**config.mk**
```make
export PLATFORM = sky130hd
export DESIGN_NAME = hltm_timer
export DESIGN_NICKNAME = d
export VERILOG_FILES = /design/src/design/hltm_pkg.sv /design/src/design/hltm_sync_if.sv /design/src/design/hltm_sync.sv /design/src/design/hltm_timer.sv
export SDC_FILE = /design/constraint.sdc
export NUM_CORES = 1
export LEC_CHECK = 0
export BUFFER_PORTS_ARGS = -buffer_cell sky130_fd_sc_hd__buf_2
export CORE_ASPECT_RATIO = 1.75
export CORE_MARGIN = 1.5
export CORE_UTILIZATION = 40
export CTS_CLUSTER_DIAMETER = 150
export DETAILED_ROUTE_END_ITERATION = 8
export GPL_TIMING_DRIVEN = 0
export MAX_ROUTING_LAYER = met4
export PLACE_DENSITY_LB_ADDON = 0.08
export SYNTH_ARGS = -nofsm -noshare
export SYNTH_HDL_FRONTEND = slang
export SYNTH_SLANG_ARGS = --single-unit
```
**constraint.sdc**
```tcl
create_clock -name clk -period 1.9 [get_ports clk]
set_clock_uncertainty 0.2 [all_clocks]
set_input_delay 0.285 -clock clk [delete_from_list [all_inputs] [get_ports clk]]
set_output_delay 0.285 -clock clk [all_outputs]
set_load 0.02 [all_outputs]
```
**src/design/hltm_pkg.sv**
```systemverilog
package hltm_pkg;

    localparam int CNT_W = 8;
    localparam int MODE_W = 5;
    localparam int VAR_W = 3;
    localparam int CLASS_LSB = 3;
    localparam int HOLD_W = 2;

    // Mode class, upper two bits of the mode field.
    typedef enum logic [1:0] {
        HLTM_CLS_FREE = 2'b00,
        HLTM_CLS_ONESHOT = 2'b01,
        HLTM_CLS_MONO = 2'b10,
        HLTM_CLS_RSVD = 2'b11
    } hltm_class_type;

    // Variant codes, lower three bits of the mode field.
    localparam logic [VAR_W-1:0] VAR_0 = 3'h0;
    localparam logic [VAR_W-1:0] VAR_1 = 3'h1;
    localparam logic [VAR_W-1:0] VAR_2 = 3'h2;
    localparam logic [VAR_W-1:0] VAR_3 = 3'h3;
    localparam logic [VAR_W-1:0] VAR_4 = 3'h4;
    localparam logic [VAR_W-1:0] VAR_5 = 3'h5;
    localparam logic [VAR_W-1:0] VAR_6 = 3'h6;
    localparam logic [VAR_W-1:0] VAR_7 = 3'h7;

    localparam logic [CNT_W-1:0] CNT_ZERO = 8'h00;
    localparam logic [CNT_W-1:0] CNT_ONE = 8'h01;
    // Extra timer clocks the count stays at zero after an edge reset.
    localparam logic [HOLD_W-1:0] HOLD_TICKS = 2'h1;
    localparam logic [HOLD_W-1:0] HOLD_NONE = 2'h0;
    localparam logic [HOLD_W-1:0] HOLD_ONE = 2'h1;

endpackage : hltm_pkg

```
**src/design/hltm_sync_if.sv**
```systemverilog
`timescale 1ns/1ps
interface hltm_sync_if;
    logic ext_lvl;
    logic ext_rise;
    logic ext_fall;
    logic run_lvl;

    modport src (output ext_lvl, output ext_rise, output ext_fall, output run_lvl);
    modport dst (input ext_lvl, input ext_rise, input ext_fall, input run_lvl);
endinterface : hltm_sync_if

```
**src/design/hltm_sync.sv**
```systemverilog
`timescale 1ns/1ps
module hltm_sync (
    input wire logic clk, // System clock.
    input wire logic rst, // Asynchronous reset, active high.
    input wire logic tick, // Timer clock enable.
    input wire logic ext_in, // Raw external reset signal.
    input wire logic run_in, // Run bit from the control register.
    hltm_sync_if.src sif // Synchronised levels and edges.
);

    logic ext_m_r, ext_s_r, ext_d_r, run_m_r, run_s_r;
    logic ext_m_nxt, ext_s_nxt, ext_d_nxt, run_m_nxt, run_s_nxt;

    // ****************************************
    // Two-stage synchronisers on the timer clock
    // ****************************************
    always_comb begin
        ext_m_nxt = ext_m_r;
        ext_s_nxt = ext_s_r;
        ext_d_nxt = ext_d_r;
        run_m_nxt = run_m_r;
        run_s_nxt = run_s_r;
        if (tick) begin
            ext_m_nxt = ext_in;
            ext_s_nxt = ext_m_r;
            ext_d_nxt = ext_s_r;
            run_m_nxt = run_in;
            run_s_nxt = run_m_r;
        end
    end

    always_ff @(posedge clk or posedge rst) begin
        if (rst) begin
            ext_m_r <= 1'b0;
            ext_s_r <= 1'b0;
            ext_d_r <= 1'b0;
            run_m_r <= 1'b0;
            run_s_r <= 1'b0;
        end else begin
            ext_m_r <= ext_m_nxt;
            ext_s_r <= ext_s_nxt;
            ext_d_r <= ext_d_nxt;
            run_m_r <= run_m_nxt;
            run_s_r <= run_s_nxt;
        end
    end

    // Edges last one timer clock, so each is seen on exactly one tick.
    assign sif.ext_lvl = ext_s_r;
    assign sif.ext_rise = ext_s_r & ~ext_d_r;
    assign sif.ext_fall = ~ext_s_r & ext_d_r;
    assign sif.run_lvl = run_s_r;

endmodule : hltm_sync

```
**src/design/hltm_timer.sv**
```systemverilog
`timescale 1ns/1ps
// How it works
// - Mode 00000 counts while run set, holds otherwise.
// - Count at period returns to zero, continues.
// - Hardware gate: 00001 stops high, 00010 stops low.
// - Edge limit modes reset count on selected edge.
// - Early edge reset restarts PWM two clocks later.
// - Level limit: 00110 resets low, 00111 high.
// - Level limit modes ignore signal while run clear.
// - Level reset acts after two-clock synchroniser delay.
// - Counting resumes after match or released reset level.
// - Software one-shot clears run bit at period match.
// - Software clearing run only pauses one-shot.
// - Edge one-shot starts on selected edge after run.
// - Edge one-shot needs fresh edge after run reset.
// - First edge starts, later edges reset, resume later.
// - Edges ignored while run clear; match ends cycle.
// - Level-reset one-shot holds reset, starts on edge.
// - After run clears, new edge needed to restart.
// - Run bit and signal pass two-stage synchroniser.
// - Software one-shot PWM starts at run, ends at width.
// - Level limit PWM stays high through reset.
// - Level-reset one-shot PWM starts only on edge.
// - Five-bit mode: class upper two, variant lower three.
// - One-shot match clears run and stops at zero.
module hltm_timer (
    input wire logic clk, // System clock, 10 MHz.
    input wire logic rst, // Asynchronous reset, active high.
    input wire logic timer_clock_in, // Timer clock enable pulse after prescaler.
    input wire logic run_set, // Software sets the run bit, one-cycle pulse.
    input wire logic run_clear, // Software clears the run bit, one-cycle pulse.
    input wire logic [hltm_pkg::MODE_W-1:0] mode, // Operating mode field.
    input wire logic [hltm_pkg::CNT_W-1:0] period_value, // Period value.
    input wire logic [hltm_pkg::CNT_W-1:0] pulse_width_value, // PWM pulse width.
    input wire logic ext_reset_signal, // External reset/trigger, asynchronous.
    output logic run_bit, // Run bit as stored.
    output logic [hltm_pkg::CNT_W-1:0] count_value, // Counter value.
    output logic postscaled_match_out, // Period match pulse, one timer clock.
    output logic pwm_drive // Drive for the dependent PWM output.
);

    hltm_sync_if sif ();

    hltm_sync u_sync (
        .clk(clk),
        .rst(rst),
        .tick(timer_clock_in),
        .ext_in(ext_reset_signal),
        .run_in(run_bit),
        .sif(sif.src)
    );

    // ****************************************
    // Edge selection per mode
    // ****************************************
    function automatic logic edge_hit(input hltm_pkg::hltm_class_type cls,
                                      input logic [hltm_pkg::VAR_W-1:0] var_c,
                                      input logic rise,
                                      input logic fall);
        logic rise_en;
        logic fall_en;
        rise_en = 1'b0;
        fall_en = 1'b0;
        if (cls == hltm_pkg::HLTM_CLS_FREE) begin
            rise_en = (var_c == hltm_pkg::VAR_3) || (var_c == hltm_pkg::VAR_4);
            fall_en = (var_c == hltm_pkg::VAR_3) || (var_c == hltm_pkg::VAR_5);
        end else if (cls == hltm_pkg::HLTM_CLS_ONESHOT) begin
            rise_en = (var_c == hltm_pkg::VAR_1) || (var_c == hltm_pkg::VAR_3)
                || (var_c == hltm_pkg::VAR_4) || (var_c == hltm_pkg::VAR_6);
            fall_en = (var_c == hltm_pkg::VAR_2) || (var_c == hltm_pkg::VAR_3)
                || (var_c == hltm_pkg::VAR_5) || (var_c == hltm_pkg::VAR_7);
        end
        edge_hit = (rise & rise_en) | (fall & fall_en);
    endfunction : edge_hit

    hltm_pkg::hltm_class_type cls;
    logic [hltm_pkg::VAR_W-1:0] var_c;
    logic hit;
    logic rst_lvl;
    logic match;

    assign cls = hltm_pkg::hltm_class_type'(mode[hltm_pkg::MODE_W-1:hltm_pkg::CLASS_LSB]);
    assign var_c = mode[hltm_pkg::VAR_W-1:0];
    assign hit = edge_hit(cls, var_c, sif.ext_rise, sif.ext_fall);
    // Variants 110 reset on low, 111 reset on high, in both classes.
    assign rst_lvl = var_c[0];
    assign match = (count_value == period_value);

    logic [hltm_pkg::CNT_W-1:0] cnt_r, cnt_nxt;
    logic [hltm_pkg::HOLD_W-1:0] hold_r, hold_nxt;
    logic armed_r, armed_nxt;
    logic done_r, done_nxt;
    logic run_r, run_nxt;
    logic pwm_r, pwm_nxt;
    logic match_r, match_nxt;
    logic adv;
    logic zero;
    logic hw_clr;
    logic live;

    // ****************************************
    // Counter, start/stop and PWM drive
    // ****************************************
    always_comb begin
        cnt_nxt = cnt_r;
        hold_nxt = hold_r;
        armed_nxt = armed_r;
        done_nxt = done_r;
        pwm_nxt = pwm_r;
        match_nxt = 1'b0;
        adv = 1'b0;
        zero = 1'b0;
        hw_clr = 1'b0;
        // A one-shot cycle may run only until it has completed.
        live = sif.run_lvl & ~done_r;
        if (timer_clock_in) begin
            if (!sif.run_lvl) begin
                armed_nxt = 1'b0;
                done_nxt = 1'b0;
            end
            unique case (cls)
                hltm_pkg::HLTM_CLS_FREE: begin
                    unique case (var_c)
                        hltm_pkg::VAR_0: adv = sif.run_lvl;
                        hltm_pkg::VAR_1: adv = sif.run_lvl & ~sif.ext_lvl;
                        hltm_pkg::VAR_2: adv = sif.run_lvl & sif.ext_lvl;
                        hltm_pkg::VAR_3, hltm_pkg::VAR_4, hltm_pkg::VAR_5: begin
                            if (sif.run_lvl && hit) begin
                                zero = 1'b1;
                            end else begin
                                adv = sif.run_lvl && (hold_r == hltm_pkg::HOLD_NONE);
                            end
                        end
                        hltm_pkg::VAR_6, hltm_pkg::VAR_7: begin
                            if (sif.run_lvl && (sif.ext_lvl == rst_lvl)) begin
                                zero = 1'b1;
                            end else begin
                                adv = sif.run_lvl;
                            end
                        end
                    endcase
                end
                hltm_pkg::HLTM_CLS_ONESHOT: begin
                    unique case (var_c)
                        hltm_pkg::VAR_0: adv = live;
                        hltm_pkg::VAR_1, hltm_pkg::VAR_2, hltm_pkg::VAR_3: begin
                            if (live && hit) begin
                                armed_nxt = 1'b1;
                            end
                            adv = live & armed_r;
                        end
                        hltm_pkg::VAR_4, hltm_pkg::VAR_5: begin
                            if (live && hit) begin
                                if (armed_r) begin
                                    zero = 1'b1;
                                end else begin
                                    armed_nxt = 1'b1;
                                end
                            end
                            adv = live && armed_r && !(hit && armed_r)
                                && (hold_r == hltm_pkg::HOLD_NONE);
                        end
                        hltm_pkg::VAR_6, hltm_pkg::VAR_7: begin
                            if (sif.ext_lvl == rst_lvl) begin
                                zero = 1'b1;
                            end else begin
                                if (live && hit) begin
                                    armed_nxt = 1'b1;
                                end
                                adv = live & armed_r;
                            end
                        end
                    endcase
                end
                default: adv = 1'b0;
            endcase

            if (zero) begin
                cnt_nxt = hltm_pkg::CNT_ZERO;
                hold_nxt = hltm_pkg::HOLD_TICKS;
            end else if (hold_r != hltm_pkg::HOLD_NONE) begin
                hold_nxt = hold_r - hltm_pkg::HOLD_ONE;
            end

            if (adv) begin
                if (match) begin
                    cnt_nxt = hltm_pkg::CNT_ZERO;
                    match_nxt = 1'b1;
                    if (cls == hltm_pkg::HLTM_CLS_ONESHOT) begin
                        hw_clr = 1'b1;
                        done_nxt = 1'b1;
                        armed_nxt = 1'b0;
                    end
                end else begin
                    cnt_nxt = cnt_r + hltm_pkg::CNT_ONE;
                end
                // Drive rises only when a cycle really starts from zero.
                if ((cnt_r == hltm_pkg::CNT_ZERO) && !zero) begin
                    pwm_nxt = 1'b1;
                end
            end
            if (cnt_r == pulse_width_value) begin
                pwm_nxt = 1'b0;
            end
        end
    end

    // ****************************************
    // Run bit: software set wins over any clear
    // ****************************************
    always_comb begin
        run_nxt = run_r;
        if (run_clear || hw_clr) begin
            run_nxt = 1'b0;
        end
        if (run_set) begin
            run_nxt = 1'b1;
        end
    end

    always_ff @(posedge clk or posedge rst) begin
        if (rst) begin
            cnt_r <= hltm_pkg::CNT_ZERO;
            hold_r <= hltm_pkg::HOLD_NONE;
            armed_r <= 1'b0;
            done_r <= 1'b0;
            run_r <= 1'b0;
            pwm_r <= 1'b0;
            match_r <= 1'b0;
        end else begin
            cnt_r <= cnt_nxt;
            hold_r <= hold_nxt;
            armed_r <= armed_nxt;
            done_r <= done_nxt;
            run_r <= run_nxt;
            pwm_r <= pwm_nxt;
            match_r <= match_nxt | (match_r & ~timer_clock_in);
        end
    end

    assign run_bit = run_r;
    assign count_value = cnt_r;
    assign postscaled_match_out = match_r;
    assign pwm_drive = pwm_r;

endmodule : hltm_timer

```
==> metrics.yaml <==
wirelength_um: 3890
synthesis.nets: 187
worst_pin_slew_ns: 0.769
violations: "negative setup slack"
cts_sinks: 20
syn-instance-count: 157
fin_crit_ns: 2.14
ys_ff_latch: 20
avgSynthCellArea_um2: 9.55
layout_setup_ws_ns: -0.240
finalNetCount: 240
synth_top_family_by_area: "compound AO/OA/AOI/OAI gates"
cts_buffers: 3
layout-drive-gt1-share: 0.502
path_clk_slew_ns: 0.08
numPortBuffers: 36
post_drt_wl_per_cell_um: 15.3
synth_xor_area_frac: 0.123
cp_data_required_time_ns: 1.88
drt_iter0_drc: 27
nFillCells: 301
whs_ns: 0.0591
cp_max_fo: 7
cpPeakStageDelay_ns: 0.39
start_util: 0.417
p_per_area_nw_per_um2: 897
overflow: 0
core_um2: 3590
hp-class: "input port to register"
cp_data_arrival_time_ns: 2.12
maxCapViolations: 0
ioPinCount: 38
dr.pass1.iters: 4
period_share: 1.13
cpMaxStageDelayCell: "dfrtp_1"
synth_top_area_share: 0.334
synth_area_um2: 1500
register_area_um2: 504
place_hpwl_um: 2790
synth.area.top_cells: "dfrtp_1 (33%), xor2_1 (8.2%), mux2_2 (5.3%), o2bb2ai_1 (4.1%), xnor2_1 (4.1%)"
gp_congestion: 0.839
antenna_found_initial: 0
synthSimpleGateAreaFrac: 0.178
synth_fa_ha_area_frac: 0.0250
dieArea_um2: 4140
syn_to_final_growth_pct: 40.6
synth_ff_type: "dfrtp_1"
multiInputGateArea_um2: 1070
crit_path_cell_trace: "buf_6 > xnor2_2 > and3_4 > a311o_1 > o21a_4 > o21ai_4 > buf_12 > o2bb2ai_1"
drc: 0
peakVddDrop_mv: 0.612
hold_viol_final: 0
worstSkewPairLatency_ns: 0.26
cts_buffer_depth: 2
num_antenna_cells: 0
rsz0062_at_grt: "true"
cts_root_buf: "clkbuf_8"
yosys_warnings: 0
die_x_um: 49.3
via_count: 1407
fin_setup_tns_ns: -2.83
setup_viol: 15
track_usage: 0.206
ys_types: 53
cts_tree: "done"
grt_max_degree: 21
grt_first_pass_wirelength_um: 6640
synth_compound_area_frac: 0.208
yosysTopAreaCell: "dfrtp_1"
crit_buf_inv: 2
p_leak_uw: 0.000930
ant_nets: 0
crit_family: "compound AO/OA/AOI/OAI gates"
synthArstFlopShare: 1.00
timing_worst_setup_path_type: "register to register"
cp-start-kind: "register"
synth_mux_area_frac: 0.0659
finalNonFillerCells: 255
dpl.cell_count: 239
die_h_um: 84.0
first_global_vias: 1505
max_freq_mhz: 467
slew_violations: 0
synth_edf_count: 0
slew_headroom: 0.487
rows: 29
status: "finished, violations left"
vias_per_cell: 5.52
synth_seq_area_share: 0.334
setup.worst_path.end_class: "register"
cts.htree.levels: 1
## per-layer routing
metal / part of all wire / GRT usage / vias to the layer above
met5: 0 / - / -
li1: - / - / 669
met2: 0.59 / 0.405 / 37
met1: 0.36 / 0.199 / 693
met4: 0.021 / 0.0753 / 0
met3: 0.028 / 0.0161 / 8
## layout make-up
cell class	instances	area share
Buffer	11	0.0350
Clock buffer	3	0.0196
Clock inverter	1	0.0143
Inverter	11	0.0196
Multi-Input combinational cell	115	0.510
Sequential cell	20	0.239
Tap cell	46	0.0273
Timing Repair Buffer	48	0.135
## worst reg2reg max path: stages, from the launching register on
cell and delay [ns]:
dfrtp_1 0.39, buf_6 0.13, xnor2_2 0.15, and3_4 0.21
a311o_1 0.39, o21a_4 0.16, o21ai_4 0.17, buf_12 0.14
o2bb2ai_1 0.12
## registers in the layout, summed over array words and instances (netlist names), named ones only
signal,flops
armed_r,1
u_sync.sif.run_lvl,1
u_sync.ext_d_r,1
run_bit,1
u_sync.sif.ext_lvl,1
pwm_drive,1
count_value,8
u_sync.ext_m_r,1
hold_r,2
done_r,1
u_sync.run_m_r,1
## cell usage in the layout (no fill, tap or decap), drive strengths merged, types with 3 or more instances in the layout
cell type  Yosys  routed
o2bb2ai        7       7
nand2          8       8
nor2           7       7
ha             3       3
mux2           7       7
a32oi          3       3
a21oi          8       8
buf            5      52
clkbuf         6       9
xnor2          7       7
xor2          14      14
inv           11      11
nor4           5       5
dfrtp         20      20
nand3          5       5
## cell families (layout without fill, tap and decap cells)
logic type               after synthesis  count (layout)
AND/OR/NAND/NOR                       45              45
AO/OA/AOI/OAI                         37              37
buffers and inverters                 22              74
XOR/XNOR                              21              21
flip-flops                            20              20
multiplexers                           9               9
adder cells (fa/ha/maj)                3               3
## where the power goes
group,switching (µW),leakage [µW],internal [µW]
clock,140,0.0000357,281
combinational,437,0.000647,418
sequential,94.4,0.000247,519
total,672,0.000930,1220
## repair_timing
action,4_1_cts,5_1_grt
setup buffers,8,3
pin swaps,9,8
hold buffers,1,0
resized for setup,15,15
endpoints found under the setup margin,15,15
hold endpoints to repair,20,0
gates cloned,0,0
## path summary, 6_finish.rpt
| kind | start | to | slack, ns | depth (start not counted) |
|---|---|---|---|---|
| worst max-delay path | u_sync.sif.ext_lvl$_DFFE_PP0P_ | count_value[5]$_DFFE_PP0P_ | -0.24 | 8 |
| worst min-delay path | ext_reset_signal | u_sync.ext_m_r$_DFFE_PP0P_ | 0.06 | 2 |
| worst max register to register | u_sync.sif.ext_lvl$_DFFE_PP0P_ | count_value[5]$_DFFE_PP0P_ | -0.24 | 8 |
| worst min register to register | done_r$_DFFE_PP0P_ | done_r$_DFFE_PP0P_ | 0.29 | 1 |
| max in group asynchronous | rst | count_value[1]$_DFFE_PP0P_ | 0.46 | 3 |
| min in group asynchronous | rst | count_value[3]$_DFFE_PP0P_ | 0.50 | 3 |
## synth_stat cells, drive strengths merged, types with 3 or more instances
master	instances
nand3	5
a32oi	3
ha	3
nor2	7
o2bb2ai	7
buf	5
nor4	5
a21oi	8
inv	11
xor2	14
clkbuf	6
dfrtp	20
mux2	7
xnor2	7
nand2	8
## metrics by stage
stage,cell area (µm²),util,setup WS (ns),power (µW)
6_report,2110,0.587,-0.240,1890
5_1_grt,2110,0.587,-0.316,2010
4_1_cts,2000,0.556,-0.232,1840
3_5_place_dp,1780,0.495,-0.339,1320
3_3_place_gp,1780,0.495,-0.355,1310
2_1_floorplan,1540,-,-0.0582,1130
Power figures use the tool's default switching activity.
